`src/design/pmic_params.svh`:
```
// constants of the power-management control block: offsets, fields, resets, timing
// assumes a 20 MHz system clock and a serial-bus pointer of eight bits
// What this block does
// - emergency off drops selected running converters
// - emergency off honoured only with rails regulating
// - enable starts regulator, then ordered default rails
// - enable low switches everything off, standby
// - adjustable rail set by six-bit code
// - step-up voltage set by six-bit code
// - step-up selectable backlight current or voltage
// - serial on/off for non-core blocks only
// - device is bus target, never drives clock
// - serial clock up to 400 kHz works
// - eight-pin port with pulse-width outputs
// - four pin modes: pulled input, two drains, hi-z
// - pin zero picks write address CEh or 8Eh
// - fault drives alert, host reads fault status
// - core feedback sampled at start marks core absent
// - fault pulls open-drain alert low
// - address latched at port supply rise only
`ifndef PMIC_PARAMS_SVH
`define PMIC_PARAMS_SVH

`define PMIC_REG_ENABLE 8'h00
`define PMIC_REG_OFFSEL 8'h01
`define PMIC_REG_RAIL_CODE 8'h02
`define PMIC_REG_STEPUP_CODE 8'h03
`define PMIC_REG_STEPUP_MODE 8'h04
`define PMIC_REG_LED_CURRENT 8'h05
`define PMIC_REG_PORT_CFG_LO 8'h06
`define PMIC_REG_PORT_CFG_HI 8'h07
`define PMIC_REG_PORT_OUT 8'h08
`define PMIC_REG_PORT_PWM 8'h09
`define PMIC_REG_PWM_DUTY 8'h0a
`define PMIC_REG_PORT_IN 8'h0b
`define PMIC_REG_FAULT 8'h0c
`define PMIC_REG_STATUS 8'h0d

`define PMIC_EN_FIVE 0
`define PMIC_EN_RAIL 1
`define PMIC_EN_STEPUP 2
`define PMIC_EN_LOADSW 3
`define PMIC_EN_SENSE 4
`define PMIC_EN_COMPAR 5
`define PMIC_OFF_MASK 6'h07

`define PMIC_RST_ENABLE 6'h00
`define PMIC_RST_OFFSEL 6'h00
`define PMIC_RST_CODE 6'h00
`define PMIC_RST_PORT_CFG 16'h0000
`define PMIC_RST_BYTE 8'h00

`define PMIC_WADDR_HI 8'hce
`define PMIC_WADDR_LO 8'h8e

`define PMIC_CLK_MHZ 20
`define PMIC_STEP_US 100
`define PMIC_STEP_CYC (`PMIC_STEP_US * `PMIC_CLK_MHZ)
`define PMIC_I2C_MAX_KHZ 400

`endif

```
`src/design/pmic_pkg.sv`:
```
// types shared by the power-management control block
// assumes nothing of its surroundings
package pmic_pkg;
    typedef enum logic [2:0] {SQ_OFF, SQ_REG, SQ_CORE, SQ_MEM, SQ_IO, SQ_FIVE, SQ_ON} pmic_seq_t;
    typedef enum logic [2:0] {IC_IDLE, IC_ADDR, IC_PTR, IC_WDATA, IC_READ} pmic_i2c_t;
    typedef enum logic [1:0] {PM_IN_PULL, PM_OD_PULL, PM_OD_FLOAT, PM_HIZ} pmic_pin_mode_t;
    typedef struct packed {
        logic [7:0] addr;
        logic [7:0] data;
    } pmic_wr_t;
    typedef struct packed {
        logic internal_regulator;
        logic core_rail;
        logic memory_rail;
        logic io_rail;
        logic five_volt_rail;
        logic adjustable_rail;
        logic step_up_converter;
        logic load_switch;
        logic current_sense_amp;
        logic uncommitted_comparator;
    } pmic_rails_t;
    typedef struct packed {
        logic [5:0] rail_code;
        logic [5:0] stepup_code;
        logic stepup_volt_mode;
        logic [5:0] led_current;
    } pmic_analog_t;
endpackage : pmic_pkg

```
`src/design/pmic_pin_sync.sv`:
```
// three-stage synchroniser with agreement filter for pins
// assumes inputs change slowly against clk_sys
`timescale 1ns/1ps
`default_nettype none
module pmic_pin_sync #(
    parameter int W = 1,
    parameter logic [W-1:0] INIT = '0
) (
    // clock and reset
    input wire logic clk_sys,
    input wire logic rst,
    // raw pins and filtered copy
    input wire logic [W-1:0] d,
    output logic [W-1:0] q
);
    logic [W-1:0] s1_reg;
    logic [W-1:0] s2_reg;
    logic [W-1:0] s3_reg;

    always_ff @(posedge clk_sys or posedge rst) begin
        if (rst) begin
            s1_reg <= INIT;
            s2_reg <= INIT;
            s3_reg <= INIT;
            q <= INIT;
        end else begin
            s1_reg <= d;
            s2_reg <= s1_reg;
            s3_reg <= s2_reg;
            // a bit only moves once stages two and three agree
            q <= (s2_reg & s3_reg) | (q & (s2_reg ^ s3_reg));
        end
    end
endmodule : pmic_pin_sync
`default_nettype wire

```
`src/design/pmic_ctrl.sv`:
```
// top of the power-management control logic: serial target, sequencer, port
// assumes open-drain bus wires resolved outside, pins asynchronous to clk_sys
`timescale 1ns/1ps
`default_nettype none
`include "pmic_params.svh"
module pmic_ctrl #(
    parameter int STEP_CYC = `PMIC_STEP_CYC,
    parameter int NPIN = 8
) (
    // clock and reset
    input wire logic clk_sys,
    input wire logic rst,
    // serial bus
    input wire logic scl_in,
    input wire logic sda_in,
    output logic sda_o,
    output logic sda_oe,
    // power control pins
    input wire logic emergency_off_n,
    input wire logic power_on_request,
    input wire logic core_rail_feedback,
    input wire logic [2:0] rail_good,
    input wire logic port_supply_good,
    input wire logic [7:0] fault_in,
    // rail controls
    output pmic_pkg::pmic_rails_t rail_en,
    output pmic_pkg::pmic_analog_t analog_cfg,
    // fault alert, open drain
    output logic fault_alert_n_o,
    output logic fault_alert_n_oe,
    // port pins
    input wire logic [NPIN-1:0] port_in,
    output logic [NPIN-1:0] port_o,
    output logic [NPIN-1:0] port_oe,
    output logic [NPIN-1:0] port_pullup
);
    localparam int SW = 1 + 1 + 1 + 1 + 1 + 3 + 1 + 8 + NPIN;
    localparam logic [SW-1:0] SYNC_INIT = {3'b111, {(SW-3){1'b0}}};

    logic [SW-1:0] fault_alert_n;
    logic scl_s, sda_s, off_s, pwr_s, fb_s, psup_s;
    logic [2:0] good_s;
    logic [7:0] fault_s;
    logic [NPIN-1:0] pin_s;

    // bus clock is sampled only, never driven; 400 kHz leaves >20 cycles a phase
    pmic_pin_sync #(.W(SW), .INIT(SYNC_INIT)) u_sync (
        .clk_sys(clk_sys),
        .rst(rst),
        .d({scl_in, sda_in, emergency_off_n, power_on_request, core_rail_feedback,
            rail_good, port_supply_good, fault_in, port_in}),
        .q(fault_alert_n)
    );
    assign {scl_s, sda_s, off_s, pwr_s, fb_s, good_s, psup_s, fault_s, pin_s} = fault_alert_n;

    logic scl_d_reg, sda_d_reg, off_d_reg, psup_d_reg;
    always_ff @(posedge clk_sys or posedge rst) begin
        if (rst) begin
            scl_d_reg <= 1'b1;
            sda_d_reg <= 1'b1;
            off_d_reg <= 1'b1;
            psup_d_reg <= 1'b0;
        end else begin
            scl_d_reg <= scl_s;
            sda_d_reg <= sda_s;
            off_d_reg <= off_s;
            psup_d_reg <= psup_s;
        end
    end

    logic scl_rise, scl_fall, bus_start, bus_stop;
    assign scl_rise = scl_s & ~scl_d_reg;
    assign scl_fall = ~scl_s & scl_d_reg;
    assign bus_start = scl_s & scl_d_reg & sda_d_reg & ~sda_s;
    assign bus_stop = scl_s & scl_d_reg & ~sda_d_reg & sda_s;

    // address select, held until rst (main supply) comes again
    logic addr_latched_reg, addr_sel_reg;
    logic [7:0] my_waddr;
    always_ff @(posedge clk_sys or posedge rst) begin
        if (rst) begin
            addr_latched_reg <= 1'b0;
            addr_sel_reg <= 1'b0;
        end else if (psup_s && !psup_d_reg && !addr_latched_reg) begin
            addr_latched_reg <= 1'b1;
            addr_sel_reg <= pin_s[0];
        end
    end
    assign my_waddr = addr_sel_reg ? `PMIC_WADDR_HI : `PMIC_WADDR_LO;

    // power sequencer
    pmic_pkg::pmic_seq_t seq_reg;
    logic [15:0] step_cnt_reg;
    logic core_absent_reg;
    logic step_done;
    assign step_done = step_cnt_reg == 16'(STEP_CYC - 1);
    always_ff @(posedge clk_sys or posedge rst) begin
        if (rst) begin
            seq_reg <= pmic_pkg::SQ_OFF;
            step_cnt_reg <= 16'h0000;
            core_absent_reg <= 1'b0;
        end else if (!pwr_s) begin
            seq_reg <= pmic_pkg::SQ_OFF;
            step_cnt_reg <= 16'h0000;
        end else begin
            step_cnt_reg <= (step_done || seq_reg == pmic_pkg::SQ_ON) ? 16'h0000 : step_cnt_reg + 16'h0001;
            unique case (seq_reg)
                pmic_pkg::SQ_OFF: begin
                    seq_reg <= pmic_pkg::SQ_REG;
                    step_cnt_reg <= 16'h0000;
                end
                pmic_pkg::SQ_REG: if (step_done) begin
                    core_absent_reg <= fb_s;
                    seq_reg <= fb_s ? pmic_pkg::SQ_MEM : pmic_pkg::SQ_CORE;
                end
                pmic_pkg::SQ_CORE: if (step_done) seq_reg <= pmic_pkg::SQ_MEM;
                pmic_pkg::SQ_MEM: if (step_done) seq_reg <= pmic_pkg::SQ_IO;
                pmic_pkg::SQ_IO: if (step_done) seq_reg <= pmic_pkg::SQ_FIVE;
                pmic_pkg::SQ_FIVE: if (step_done) seq_reg <= pmic_pkg::SQ_ON;
                pmic_pkg::SQ_ON: seq_reg <= pmic_pkg::SQ_ON;
                default: seq_reg <= pmic_pkg::SQ_OFF;
            endcase
        end
    end

    logic good_all, emerg_evt, seq_on;
    assign seq_on = seq_reg == pmic_pkg::SQ_ON;
    assign good_all = (good_s[0] | core_absent_reg) & good_s[1] & good_s[2];
    assign emerg_evt = off_d_reg & ~off_s & good_all & seq_on;

    // serial target
    pmic_pkg::pmic_i2c_t ic_reg, nxt_reg;
    logic [3:0] bit_cnt_reg;
    logic [7:0] shift_reg, ptr_reg, tx_reg, rd_data, rx_byte;
    logic ack_reg, wr_stb_reg;
    pmic_pkg::pmic_wr_t wr_reg;
    assign rx_byte = {shift_reg[6:0], sda_s};
    always_ff @(posedge clk_sys or posedge rst) begin
        if (rst) begin
            ic_reg <= pmic_pkg::IC_IDLE;
            nxt_reg <= pmic_pkg::IC_IDLE;
            bit_cnt_reg <= 4'h0;
            shift_reg <= 8'h00;
            ptr_reg <= 8'h00;
            tx_reg <= 8'h00;
            ack_reg <= 1'b0;
            sda_oe <= 1'b0;
            wr_stb_reg <= 1'b0;
            wr_reg <= '0;
            sda_o <= 1'b0;
        end else begin
            wr_stb_reg <= 1'b0;
            sda_o <= 1'b0;
            if (bus_start) begin
                ic_reg <= pmic_pkg::IC_ADDR;
                bit_cnt_reg <= 4'h0;
                sda_oe <= 1'b0;
            end else if (bus_stop) begin
                ic_reg <= pmic_pkg::IC_IDLE;
                sda_oe <= 1'b0;
            end else if (ic_reg != pmic_pkg::IC_IDLE && scl_rise) begin
                if (bit_cnt_reg != 4'h8) begin
                    shift_reg <= rx_byte;
                    bit_cnt_reg <= bit_cnt_reg + 4'h1;
                    if (bit_cnt_reg == 4'h7 && ic_reg != pmic_pkg::IC_READ) begin
                        ack_reg <= 1'b1;
                        unique case (ic_reg)
                            pmic_pkg::IC_ADDR:
                                if ({rx_byte[7:1], 1'b0} == my_waddr && addr_latched_reg)
                                    nxt_reg <= rx_byte[0] ? pmic_pkg::IC_READ : pmic_pkg::IC_PTR;
                                else begin
                                    // wrong address: stay silent until the next start
                                    ack_reg <= 1'b0;
                                    nxt_reg <= pmic_pkg::IC_IDLE;
                                end
                            pmic_pkg::IC_PTR: begin
                                ptr_reg <= rx_byte;
                                nxt_reg <= pmic_pkg::IC_WDATA;
                            end
                            pmic_pkg::IC_WDATA: begin
                                wr_stb_reg <= 1'b1;
                                wr_reg <= '{addr: ptr_reg, data: rx_byte};
                                nxt_reg <= pmic_pkg::IC_PTR;
                            end
                            default: nxt_reg <= pmic_pkg::IC_IDLE;
                        endcase
                    end
                end else begin
                    bit_cnt_reg <= 4'h0;
                    if (ic_reg == pmic_pkg::IC_READ) begin
                        if (sda_s) ic_reg <= pmic_pkg::IC_IDLE;
                        else ptr_reg <= ptr_reg + 8'h01;
                    end else begin
                        ic_reg <= nxt_reg;
                    end
                end
            end else if (ic_reg != pmic_pkg::IC_IDLE && scl_fall) begin
                // only ever pulls data low; the clock stays with the master
                if (bit_cnt_reg == 4'h8) sda_oe <= ack_reg && ic_reg != pmic_pkg::IC_READ;
                else if (ic_reg == pmic_pkg::IC_READ) begin
                    if (bit_cnt_reg == 4'h0) begin
                        tx_reg <= rd_data;
                        sda_oe <= ~rd_data[7];
                    end else begin
                        sda_oe <= ~tx_reg[3'd7 - bit_cnt_reg[2:0]];
                    end
                end else sda_oe <= 1'b0;
            end
        end
    end

    // control registers; defaults return whenever the chip is in standby
    logic [5:0] en_reg, offsel_reg, rail_code_reg, stepup_code_reg, led_reg;
    logic mode_reg;
    logic [2*NPIN-1:0] port_cfg_reg;
    logic [NPIN-1:0] pout_reg, pwm_en_reg;
    logic [7:0] duty_reg, fault_sts_reg;
    always_ff @(posedge clk_sys or posedge rst) begin
        if (rst) begin
            en_reg <= `PMIC_RST_ENABLE;
            offsel_reg <= `PMIC_RST_OFFSEL;
            rail_code_reg <= `PMIC_RST_CODE;
            stepup_code_reg <= `PMIC_RST_CODE;
            led_reg <= `PMIC_RST_CODE;
            mode_reg <= 1'b0;
            port_cfg_reg <= `PMIC_RST_PORT_CFG;
            pout_reg <= `PMIC_RST_BYTE;
            pwm_en_reg <= `PMIC_RST_BYTE;
            duty_reg <= `PMIC_RST_BYTE;
        end else if (seq_reg == pmic_pkg::SQ_OFF) begin
            en_reg <= `PMIC_RST_ENABLE;
            offsel_reg <= `PMIC_RST_OFFSEL;
            rail_code_reg <= `PMIC_RST_CODE;
            stepup_code_reg <= `PMIC_RST_CODE;
            led_reg <= `PMIC_RST_CODE;
            mode_reg <= 1'b0;
            port_cfg_reg <= `PMIC_RST_PORT_CFG;
            pout_reg <= `PMIC_RST_BYTE;
            pwm_en_reg <= `PMIC_RST_BYTE;
            duty_reg <= `PMIC_RST_BYTE;
        end else begin
            if (wr_stb_reg) begin
                case (wr_reg.addr)
                    `PMIC_REG_ENABLE: en_reg <= wr_reg.data[5:0];
                    `PMIC_REG_OFFSEL: offsel_reg <= wr_reg.data[5:0];
                    `PMIC_REG_RAIL_CODE: rail_code_reg <= wr_reg.data[5:0];
                    `PMIC_REG_STEPUP_CODE: stepup_code_reg <= wr_reg.data[5:0];
                    `PMIC_REG_STEPUP_MODE: mode_reg <= wr_reg.data[0];
                    `PMIC_REG_LED_CURRENT: led_reg <= wr_reg.data[5:0];
                    `PMIC_REG_PORT_CFG_LO: port_cfg_reg[7:0] <= wr_reg.data;
                    `PMIC_REG_PORT_CFG_HI: port_cfg_reg[15:8] <= wr_reg.data;
                    `PMIC_REG_PORT_OUT: pout_reg <= wr_reg.data;
                    `PMIC_REG_PORT_PWM: pwm_en_reg <= wr_reg.data;
                    `PMIC_REG_PWM_DUTY: duty_reg <= wr_reg.data;
                    default: ;
                endcase
            end
            if (seq_reg == pmic_pkg::SQ_IO && step_done) en_reg[`PMIC_EN_FIVE] <= 1'b1;
            // emergency wins over a write in the same cycle; stays off afterwards
            if (emerg_evt) en_reg <= en_reg & ~(offsel_reg & `PMIC_OFF_MASK);
        end
    end

    // fault status: set wins over write-one-to-clear
    always_ff @(posedge clk_sys or posedge rst) begin
        if (rst) begin
            fault_sts_reg <= 8'h00;
            fault_alert_n_oe <= 1'b0;
            fault_alert_n_o <= 1'b0;
        end else begin
            fault_sts_reg <= (fault_sts_reg & ~((wr_stb_reg && wr_reg.addr == `PMIC_REG_FAULT) ? wr_reg.data : 8'h00))
                             | fault_s;
            fault_alert_n_oe <= |fault_sts_reg;
            fault_alert_n_o <= 1'b0;
        end
    end

    always_comb begin
        case (ptr_reg)
            `PMIC_REG_ENABLE: rd_data = {2'b00, en_reg};
            `PMIC_REG_OFFSEL: rd_data = {2'b00, offsel_reg};
            `PMIC_REG_RAIL_CODE: rd_data = {2'b00, rail_code_reg};
            `PMIC_REG_STEPUP_CODE: rd_data = {2'b00, stepup_code_reg};
            `PMIC_REG_STEPUP_MODE: rd_data = {7'h00, mode_reg};
            `PMIC_REG_LED_CURRENT: rd_data = {2'b00, led_reg};
            `PMIC_REG_PORT_CFG_LO: rd_data = port_cfg_reg[7:0];
            `PMIC_REG_PORT_CFG_HI: rd_data = port_cfg_reg[15:8];
            `PMIC_REG_PORT_OUT: rd_data = pout_reg;
            `PMIC_REG_PORT_PWM: rd_data = pwm_en_reg;
            `PMIC_REG_PWM_DUTY: rd_data = duty_reg;
            `PMIC_REG_PORT_IN: rd_data = pin_s;
            `PMIC_REG_FAULT: rd_data = fault_sts_reg;
            `PMIC_REG_STATUS: rd_data = {core_absent_reg, seq_on, addr_sel_reg, good_all, off_s, good_s};
            default: rd_data = 8'h00;
        endcase
    end

    // rail outputs; core, memory and io never follow the enable register
    always_ff @(posedge clk_sys or posedge rst) begin
        if (rst) begin
            rail_en <= '0;
            analog_cfg <= '0;
        end else begin
            rail_en.internal_regulator <= seq_reg != pmic_pkg::SQ_OFF;
            rail_en.core_rail <= !core_absent_reg && seq_reg >= pmic_pkg::SQ_CORE;
            rail_en.memory_rail <= seq_reg >= pmic_pkg::SQ_MEM;
            rail_en.io_rail <= seq_reg >= pmic_pkg::SQ_IO;
            rail_en.five_volt_rail <= en_reg[`PMIC_EN_FIVE] && seq_reg >= pmic_pkg::SQ_FIVE;
            rail_en.adjustable_rail <= en_reg[`PMIC_EN_RAIL] && seq_on;
            rail_en.step_up_converter <= en_reg[`PMIC_EN_STEPUP] && seq_on;
            rail_en.load_switch <= en_reg[`PMIC_EN_LOADSW] && seq_on;
            rail_en.current_sense_amp <= en_reg[`PMIC_EN_SENSE] && seq_on;
            rail_en.uncommitted_comparator <= en_reg[`PMIC_EN_COMPAR] && seq_on;
            analog_cfg <= '{rail_code: rail_code_reg, stepup_code: stepup_code_reg,
                            stepup_volt_mode: mode_reg, led_current: led_reg};
        end
    end

    function automatic logic pin_pulled(input pmic_pkg::pmic_pin_mode_t m);
        pin_pulled = m == pmic_pkg::PM_IN_PULL || m == pmic_pkg::PM_OD_PULL;
    endfunction : pin_pulled

    function automatic logic pin_drains(input pmic_pkg::pmic_pin_mode_t m);
        pin_drains = m == pmic_pkg::PM_OD_PULL || m == pmic_pkg::PM_OD_FLOAT;
    endfunction : pin_drains

    // port pins: pwm shares one free-running counter, so one duty for all pins
    logic [7:0] pwm_cnt_reg;
    always_ff @(posedge clk_sys or posedge rst) begin
        if (rst) pwm_cnt_reg <= 8'h00;
        else pwm_cnt_reg <= pwm_cnt_reg + 8'h01;
    end

    genvar gi;
    generate
        for (gi = 0; gi < NPIN; gi++) begin : g_pin
            pmic_pkg::pmic_pin_mode_t mode;
            logic low;
            assign mode = pmic_pkg::pmic_pin_mode_t'(port_cfg_reg[2*gi +: 2]);
            assign low = pwm_en_reg[gi] ? (pwm_cnt_reg >= duty_reg) : ~pout_reg[gi];
            always_ff @(posedge clk_sys or posedge rst) begin
                if (rst) begin
                    port_oe[gi] <= 1'b0;
                    port_pullup[gi] <= 1'b1;
                    port_o[gi] <= 1'b0;
                end else begin
                    port_oe[gi] <= pin_drains(mode) && low;
                    port_pullup[gi] <= pin_pulled(mode);
                    port_o[gi] <= 1'b0;
                end
            end

        end
    endgenerate
endmodule : pmic_ctrl
`default_nettype wire

```
`config.mk`:
```
export PLATFORM = sky130hd
export DESIGN_NAME = pmic_ctrl
export DESIGN_NICKNAME = d
export VERILOG_FILES = /design/src/design/pmic_pkg.sv /design/src/design/pmic_pin_sync.sv /design/src/design/pmic_ctrl.sv
export VERILOG_INCLUDE_DIRS = /design/src /design/src/design
export SDC_FILE = /design/constraint.sdc
export NUM_CORES = 1
export LEC_CHECK = 0
export BUFFER_PORTS_ARGS = -buffer_cell sky130_fd_sc_hd__clkbuf_2
export CORE_MARGIN = 4
export CORE_UTILIZATION = 46
export DETAILED_ROUTE_END_ITERATION = 12
export MAX_ROUTING_LAYER = met4
export PLACE_DENSITY_LB_ADDON = 0.05
export SKIP_CTS_REPAIR_TIMING = 1
export SLEW_MARGIN = 20
export SYNTH_ARGS = -nofsm -noshare
export SYNTH_HDL_FRONTEND = slang
export SYNTH_SLANG_ARGS = --single-unit
```
`constraint.sdc`:
```
create_clock -name clk_sys -period 25.9 [get_ports clk_sys]
set_input_delay 2.59 -clock clk_sys [delete_from_list [all_inputs] [get_ports clk_sys]]
set_output_delay 2.59 -clock clk_sys [all_outputs]
set_load 0.02 [all_outputs]
```
==> flow_metrics.py, run 1 <==
metrics = {
    "timing": {
        "final-setup-viol-count": 0,
        "final_critical_path_setup_slack_ns": 22.13,
        "worst_slew_pin_slew_ns": 1.07,
        "final_period_minus_worst_setup_slack_ns": 3.77,
        "setup_repair_after_global_routing_missed_its_margin": "no",
        "max_freq_mhz": 265,
        "finalHoldViolCount": 0,
        "finalClockSkew_ns": 0.0147,
        "normalized_max_slew_margin_pct": 29.0,
        "hold_ws_ns": 0.343,
        "drv_slew": 0,
        "final.period_utilization_pct": 14.5,
        "fin_tns_setup_ns": 0,
    },
    "synth": {
        "async_reset_ff_share_pct": 100,
        "synth_area_um2": 13200,
        "postSynthAreaPerCell_um2": 11.9,
        "netlist_instances": 1114,
        "netlist.area_leader.share_pct": 54.5,
        "synth.top_cells.by_area": "sky130_fd_sc_hd__dfrtp_1, sky130_fd_sc_hd__ha_1, sky130_fd_sc_hd__dfstp_2, sky130_fd_sc_hd__mux2i_1, sky130_fd_sc_hd__mux2_2",
        "yosys_warnings": 0,
        "yosys-top-cells-count": "sky130_fd_sc_hd__dfrtp_1, sky130_fd_sc_hd__nand2_1, sky130_fd_sc_hd__nor2_1",
        "synthDominantAreaCellType": "sky130_fd_sc_hd__dfrtp_1",
        "seq_area_frac_synth_pct": 59.0,
        "ys.flop_type": "sky130_fd_sc_hd__dfrtp_1",
        "synth.ff_latch_count": 311,
        "synth_enable_flop_cells": 0,
        "yosysUniqueCellTypes": 80,
        "post-synth-top-count-cell": "sky130_fd_sc_hd__dfrtp_1",
    },
    "global_route": {
        "grt_antenna_before_repair": 0,
        "use_met3_pct": 4.47,
        "gr-usage-all-layers_pct": 20.5,
        "grt.busiest_layer": "met2",
        "grt_max_degree": 160,
        "met2_usage_pct": 30.8,
        "first_pass_grt_wire_length_mm": 49.0,
        "gr-usage-met1_pct": 28.3,
        "first_global_vias": 8459,
        "overflow": 0,
    },
    "critical_path": {
        "worst_ep_arrival_time_ns": 1.18,
        "path_buf_inv": 1,
        "timing.critical_path.from_type": "flop",
        "critPathCaptureType": "output port",
        "cp_num_cells": 1,
        "crit_chain": "clkbuf_2",
        "setup.worst_path.class": "flop to output port",
        "cpPeakStageDelay_ns": 0.52,
        "r2r_cells": 6,
        "cp_data_required_time_ns": 23.31,
        "crit_path_top_delay_cell": "sky130_fd_sc_hd__dfstp_2",
        "reg2reg_setup_slack_ns": 23.36,
        "worst-path-max-fanout": 1,
        "worst_path_dominant_cell_family": "flip-flops",
    },
    "layout": {
        "multi_input_comb_area_um2": 4960,
        "syn_to_final_growth_pct": 13.1,
        "antenna-diode-count": 0,
        "final_net_count": 1262,
        "seq_area_um2": 7810,
        "layout-drive-gt1-share_pct": 18.6,
        "final.fill_count": 2497,
    },
    "min_path": {
        "hold_path_depth": 0,
        "path_category_of_the_worst_min_delay_check": "flop to flop",
    },
    "clock_tree": {
        "htreeDepth": 2,
        "tritoncts_buffer_count": 35,
        "clkSinkCount": 311,
        "cts.root.buffer_cell": "sky130_fd_sc_hd__clkbuf_16",
        "cts.reportedPaths.clkPinSlew_ns": 0.06,
        "cts-root-to-sink-buffers": 3,
        "clock_tree_from_tritoncts": "yes",
        "clock_insertion_delay_worst_skew_ns": 0.50,
    },
    "place": {
        "gpl.final_weighted_congestion": 0.854,
        "placement.io_buffers": 73,
        "setup_ws_pre_cts_ns": 21.53,
        "dp.final_hpwl_mm": 20.5,
    },
    "pwr": {
        "ir_worst_vdd_v": 0.0000745,
        "leakagePower_nw": 6.90,
        "power_per_cell_area_nw_per_um2": 68.2,
    },
    "floorplan": {
        "fp.coreArea_um2": 28100,
        "i_o_pin_count": 84,
        "initial_utilization_pct": 47.1,
        "die-width_um": 178,
        "die_h_um": 178,
        "die_area_um2": 31500,
        "floorplan.rows": 61,
    },
    "drt": {
        "detailroute.via_count": 8545,
        "avgViaCountPerCell": 5.41,
        "drt_first_iter_violations": 582,
        "dr.pass1.iters": 5,
        "postRouteAntennaNets": 0,
        "routed_wire_length_mm": 30.5,
        "routedWlPerCell_um": 19.3,
        "drc": 0,
    },
    "run_status": {
        "outcome": "completed",
    },
    "job": {
        "maxCapViolCount": 0,
    },
}
[layout make-up]
class	count	area share (%)
Multi-Input combinational cell	702	33.1
Sequential cell	311	52.2
Inverter	47	1.26
Clock buffer	54	7.02
Timing Repair Buffer	81	2.93
Tap cell	378	3.16
Clock inverter	7	0.259
[kinds of logic (layout without fill, tap and decap cells)]
kind of cell / Yosys count / count (layout) / synth area share (%)
adder cells (fa/ha/maj): 57 / 57 / 5.39
AO/OA/AOI/OAI: 208 / 208 / 11.0
AND/OR/NAND/NOR: 323 / 323 / 12.6
other: 1 / 10 / 0.0283
flip-flops: 311 / 311 / 59.0
multiplexers: 80 / 80 / 6.55
XOR/XNOR: 24 / 24 / 1.59
buffers and inverters: 110 / 189 / 3.78
[layout by cell type (no fill, tap or decap), types with 4 or more instances in the layout]
master                      synthesis  final
sky130_fd_sc_hd__buf_4             10      7
sky130_fd_sc_hd__nor4_1             5      5
sky130_fd_sc_hd__a22oi_1           19     19
sky130_fd_sc_hd__and2_1             7      7
sky130_fd_sc_hd__nand3_1           45     45
sky130_fd_sc_hd__o21ai_0           27     27
sky130_fd_sc_hd__nand2_1           92     92
sky130_fd_sc_hd__clkbuf_8           0      6
sky130_fd_sc_hd__nor3_1             8      7
sky130_fd_sc_hd__a221o_1            4      4
sky130_fd_sc_hd__nand2b_1           7      7
sky130_fd_sc_hd__dfstp_2           23     23
sky130_fd_sc_hd__mux2i_1           45     45
sky130_fd_sc_hd__mux2_2            33     33
sky130_fd_sc_hd__nand3b_1           5      5
sky130_fd_sc_hd__nand4_1           14     14
sky130_fd_sc_hd__clkbuf_16          0     37
sky130_fd_sc_hd__clkinv_2           0      6
sky130_fd_sc_hd__clkbuf_2           0     73
sky130_fd_sc_hd__xor2_1            12     12
sky130_fd_sc_hd__xnor2_1           12     12
sky130_fd_sc_hd__nor2_1            86     86
sky130_fd_sc_hd__conb_1             1     10
sky130_fd_sc_hd__inv_1             47     46
sky130_fd_sc_hd__or2_2              8      8
sky130_fd_sc_hd__ha_1              57     57
sky130_fd_sc_hd__a222oi_1           6      6
sky130_fd_sc_hd__clkbuf_1          38     11
sky130_fd_sc_hd__a21o_1            35     35
sky130_fd_sc_hd__a21oi_1           54     54
sky130_fd_sc_hd__a22o_1            16     16
sky130_fd_sc_hd__o31ai_1            4      4
sky130_fd_sc_hd__nor2b_1            7      7
sky130_fd_sc_hd__a31oi_1            7      7
sky130_fd_sc_hd__dfrtp_1          288    288
[per-layer routing]
metal  up-vias  share of wire (%)  wire, um
met5         -                  0         0
met4         0                2.5       756
met3        47                6.1      1850
met2       216                 46     14100
met1      4248                 45     13800
li1       4034                  -         -
[final timing paths]
check                                  from           endpoint
max                          port_pullup[3]     port_pullup[3]
min                        u_sync.s1_reg[1]   u_sync.s2_reg[1]
max reg2reg                 step_cnt_reg[0]    step_cnt_reg[6]
min reg2reg                u_sync.s1_reg[1]   u_sync.s2_reg[1]
max in group asynchronous               rst  u_sync.s3_reg[14]
min in group asynchronous               rst    step_cnt_reg[3]
[metrics by stage]
step / area (um2) / cells / utilization [%] / total power, mW
CTS: 15000 / 1580 / 53.2 / 1.04
floorplan: 13300 / 1123 / - / 0.552
global route: 15000 / 1580 / 53.2 / 1.06
global placement: 13900 / 1519 / 49.4 / 0.564
detailed placement: 13900 / 1519 / 49.4 / 0.566
finish: 15000 / 1580 / 53.2 / 1.02
[where the power goes]
part / internal, mW / leakage [nW] / switching (mW)
Sequential: 0.502 / 4.00 / 0.0130
Clock: 0.278 / 0.540 / 0.186
Combinational: 0.0144 / 2.37 / 0.0263
Total: 0.795 / 6.90 / 0.225
[worst reg2reg max path: stages, from the launching register on]
cell	delay (ns)
sky130_fd_sc_hd__dfrtp_1	0.41
sky130_fd_sc_hd__ha_1	0.29
sky130_fd_sc_hd__nor4b_1	0.31
sky130_fd_sc_hd__nand3_1	0.15
sky130_fd_sc_hd__or3_1	0.45
sky130_fd_sc_hd__nand4_1	0.65
sky130_fd_sc_hd__nor2_1	0.13
(Power assumes the default switching activity.)
==> inputs of run 2 (changes only) <==
clock period = 3.7 ns   (was 25.9 ns; I/O delays follow)
==> flow_metrics.py, run 2 (synthesized netlist as in run 1, its figures left out) <==
metrics = {
    "place": {
        "gpl.final_weighted_congestion": 0.898,
        "dp.final_hpwl_mm": 21.4,
        "placement.io_buffers": 73,
    },
    "critical_path": {
        "timing.critical_path.from_type": "flop",
        "path_buf_inv": 2,
        "r2r_end": "tx_reg[1]",
        "rr_startpoint": "ptr_reg[0]",
        "worst-path-max-fanout": 12,
        "cp_data_required_time_ns": 4.10,
        "worst_ep_arrival_time_ns": 2.88,
        "crit_path_top_delay_cell": "sky130_fd_sc_hd__dfrtp_1",
        "critPathCaptureType": "flop",
        "setup.worst_path.class": "flop to flop",
        "crit_chain": "inv_1, ha_1, buf_4, a222oi_1, nor3_1, a221oi_1, o21ai_0, a22o_1",
        "worst_path_dominant_cell_family": "compound AO/OA/AOI/OAI gates",
        "cpPeakStageDelay_ns": 0.42,
        "reg2reg_setup_slack_ns": 1.22,
        "r2r_cells": 8,
    },
    "global_route": {
        "grt_antenna_before_repair": 0,
        "first_pass_grt_wire_length_mm": 49.4,
        "gr-usage-all-layers_pct": 20.7,
        "first_global_vias": 8469,
        "overflow": 0,
        "grt_max_degree": 105,
    },
    "timing": {
        "finalHoldViolCount": 0,
        "drv_slew": 0,
        "hold_ws_ns": 0.345,
        "setup_repair_after_global_routing_missed_its_margin": "no",
        "fin_tns_setup_ns": 0,
        "finalClockSkew_ns": 0.0119,
        "final.period_utilization_pct": 66.9,
        "normalized_max_slew_margin_pct": 40.9,
        "max_freq_mhz": 404,
        "final_period_minus_worst_setup_slack_ns": 2.48,
        "final-setup-viol-count": 0,
        "worst_slew_pin_slew_ns": 0.886,
    },
    "pwr": {
        "leakagePower_nw": 7.10,
        "power_per_cell_area_nw_per_um2": 486,
        "ir_worst_vdd_v": 0.000401,
    },
    "clock_tree": {
        "clock_insertion_delay_worst_skew_ns": 0.51,
        "htreeDepth": 2,
        "clock_tree_from_tritoncts": "yes",
        "cts-root-to-sink-buffers": 3,
        "cts.reportedPaths.clkPinSlew_ns": 0.06,
        "clkSinkCount": 311,
        "cts.root.buffer_cell": "sky130_fd_sc_hd__clkbuf_16",
        "tritoncts_buffer_count": 36,
    },
    "layout": {
        "layout.cells.most_common": "sky130_fd_sc_hd__dfrtp_1",
        "layout.cells.most_common_list": "sky130_fd_sc_hd__dfrtp_1, sky130_fd_sc_hd__nand2_1, sky130_fd_sc_hd__nor2_1",
        "syn_to_final_growth_pct": 16.2,
        "antenna-diode-count": 0,
        "layout-drive-gt1-share_pct": 18.9,
        "final_net_count": 1293,
    },
    "drt": {
        "routedWlPerCell_um": 19.3,
        "postRouteAntennaNets": 0,
        "detailroute.via_count": 8772,
        "dr.pass1.iters": 5,
        "drt_first_iter_violations": 730,
        "avgViaCountPerCell": 5.44,
        "drc": 0,
        "routed_wire_length_mm": 31.2,
    },
    "min_path": {
        "path_category_of_the_worst_min_delay_check": "flop to flop",
        "hold_path_depth": 0,
        "worst_hold_startpoint": "u_sync.s1_reg[14]",
        "hold_end": "u_sync.s2_reg[14]",
    },
    "job": {
        "maxCapViolCount": 0,
    },
    "floorplan": {
        "fp.coreArea_um2": 28100,
        "die-width_um": 178,
        "initial_utilization_pct": 47.1,
        "i_o_pin_count": 84,
        "floorplan.rows": 61,
        "die_h_um": 178,
        "die_area_um2": 31500,
    },
    "run_status": {
        "outcome": "completed",
    },
}
run 2: worst max-delay path by stage:
| stage | from | to | slack (ns) | depth (start not counted) |
|---|---|---|---|---|
| after floorplan | rst | ack_reg | -0.79 | 1 |
| final | ptr_reg[0] | tx_reg[1] | 1.22 | 8 |
| after CTS | duty_reg[0] | port_oe[3] | 1.22 | 6 |
| after global routing | ptr_reg[0] | tx_reg[1] | 1.11 | 8 |
| after detailed placement | pwm_cnt_reg[0] | port_oe[3] | 1.23 | 7 |
| after global placement | duty_reg[0] | port_oe[3] | 1.24 | 6 |
run 2: routing by layer:
| metal | global-route usage, % | vias up | part of all wire [%] |
|---|---|---|---|
| met4 | 7.12 | 0 | 3.3 |
| met5 | - | - | 0 |
| met1 | 29.1 | 4362 | 46 |
| li1 | - | 4111 | - |
| met3 | 3.20 | 67 | 4.8 |
| met2 | 31.1 | 232 | 46 |
run 2: cell type report:
class                      count  area (um2)
sequential                   311        7810
clock inverter                16         191
multi-input combinational    702        4960
inverter                      47         180
tap                          378         473
clock buffer                  48        1010
timing repair buffer         111         753
fill                        2461       12700
run 2: power breakdown:
group / internal (mW) / switching [mW]
Clock: 2.20 / 1.36
Sequential: 3.51 / 0.0941
Combinational: 0.123 / 0.186
run 2: stage by stage:
| step | cell area (um2) | utilization [%] | total power [mW] | cells | setup slack [ns] |
|---|---|---|---|---|---|
| 3_5_place_dp | 13900 | 49.5 | 3.96 | 1523 | 1.23 |
| 4_1_cts | 15100 | 53.8 | 7.56 | 1587 | 1.22 |
| 2_1_floorplan | 13300 | - | 3.86 | 1123 | -0.792 |
| 5_1_grt | 15400 | 54.7 | 7.78 | 1613 | 1.11 |
| 6_report | 15400 | 54.7 | 7.48 | 1613 | 1.22 |
| 3_3_place_gp | 13900 | 49.5 | 3.96 | 1523 | 1.24 |
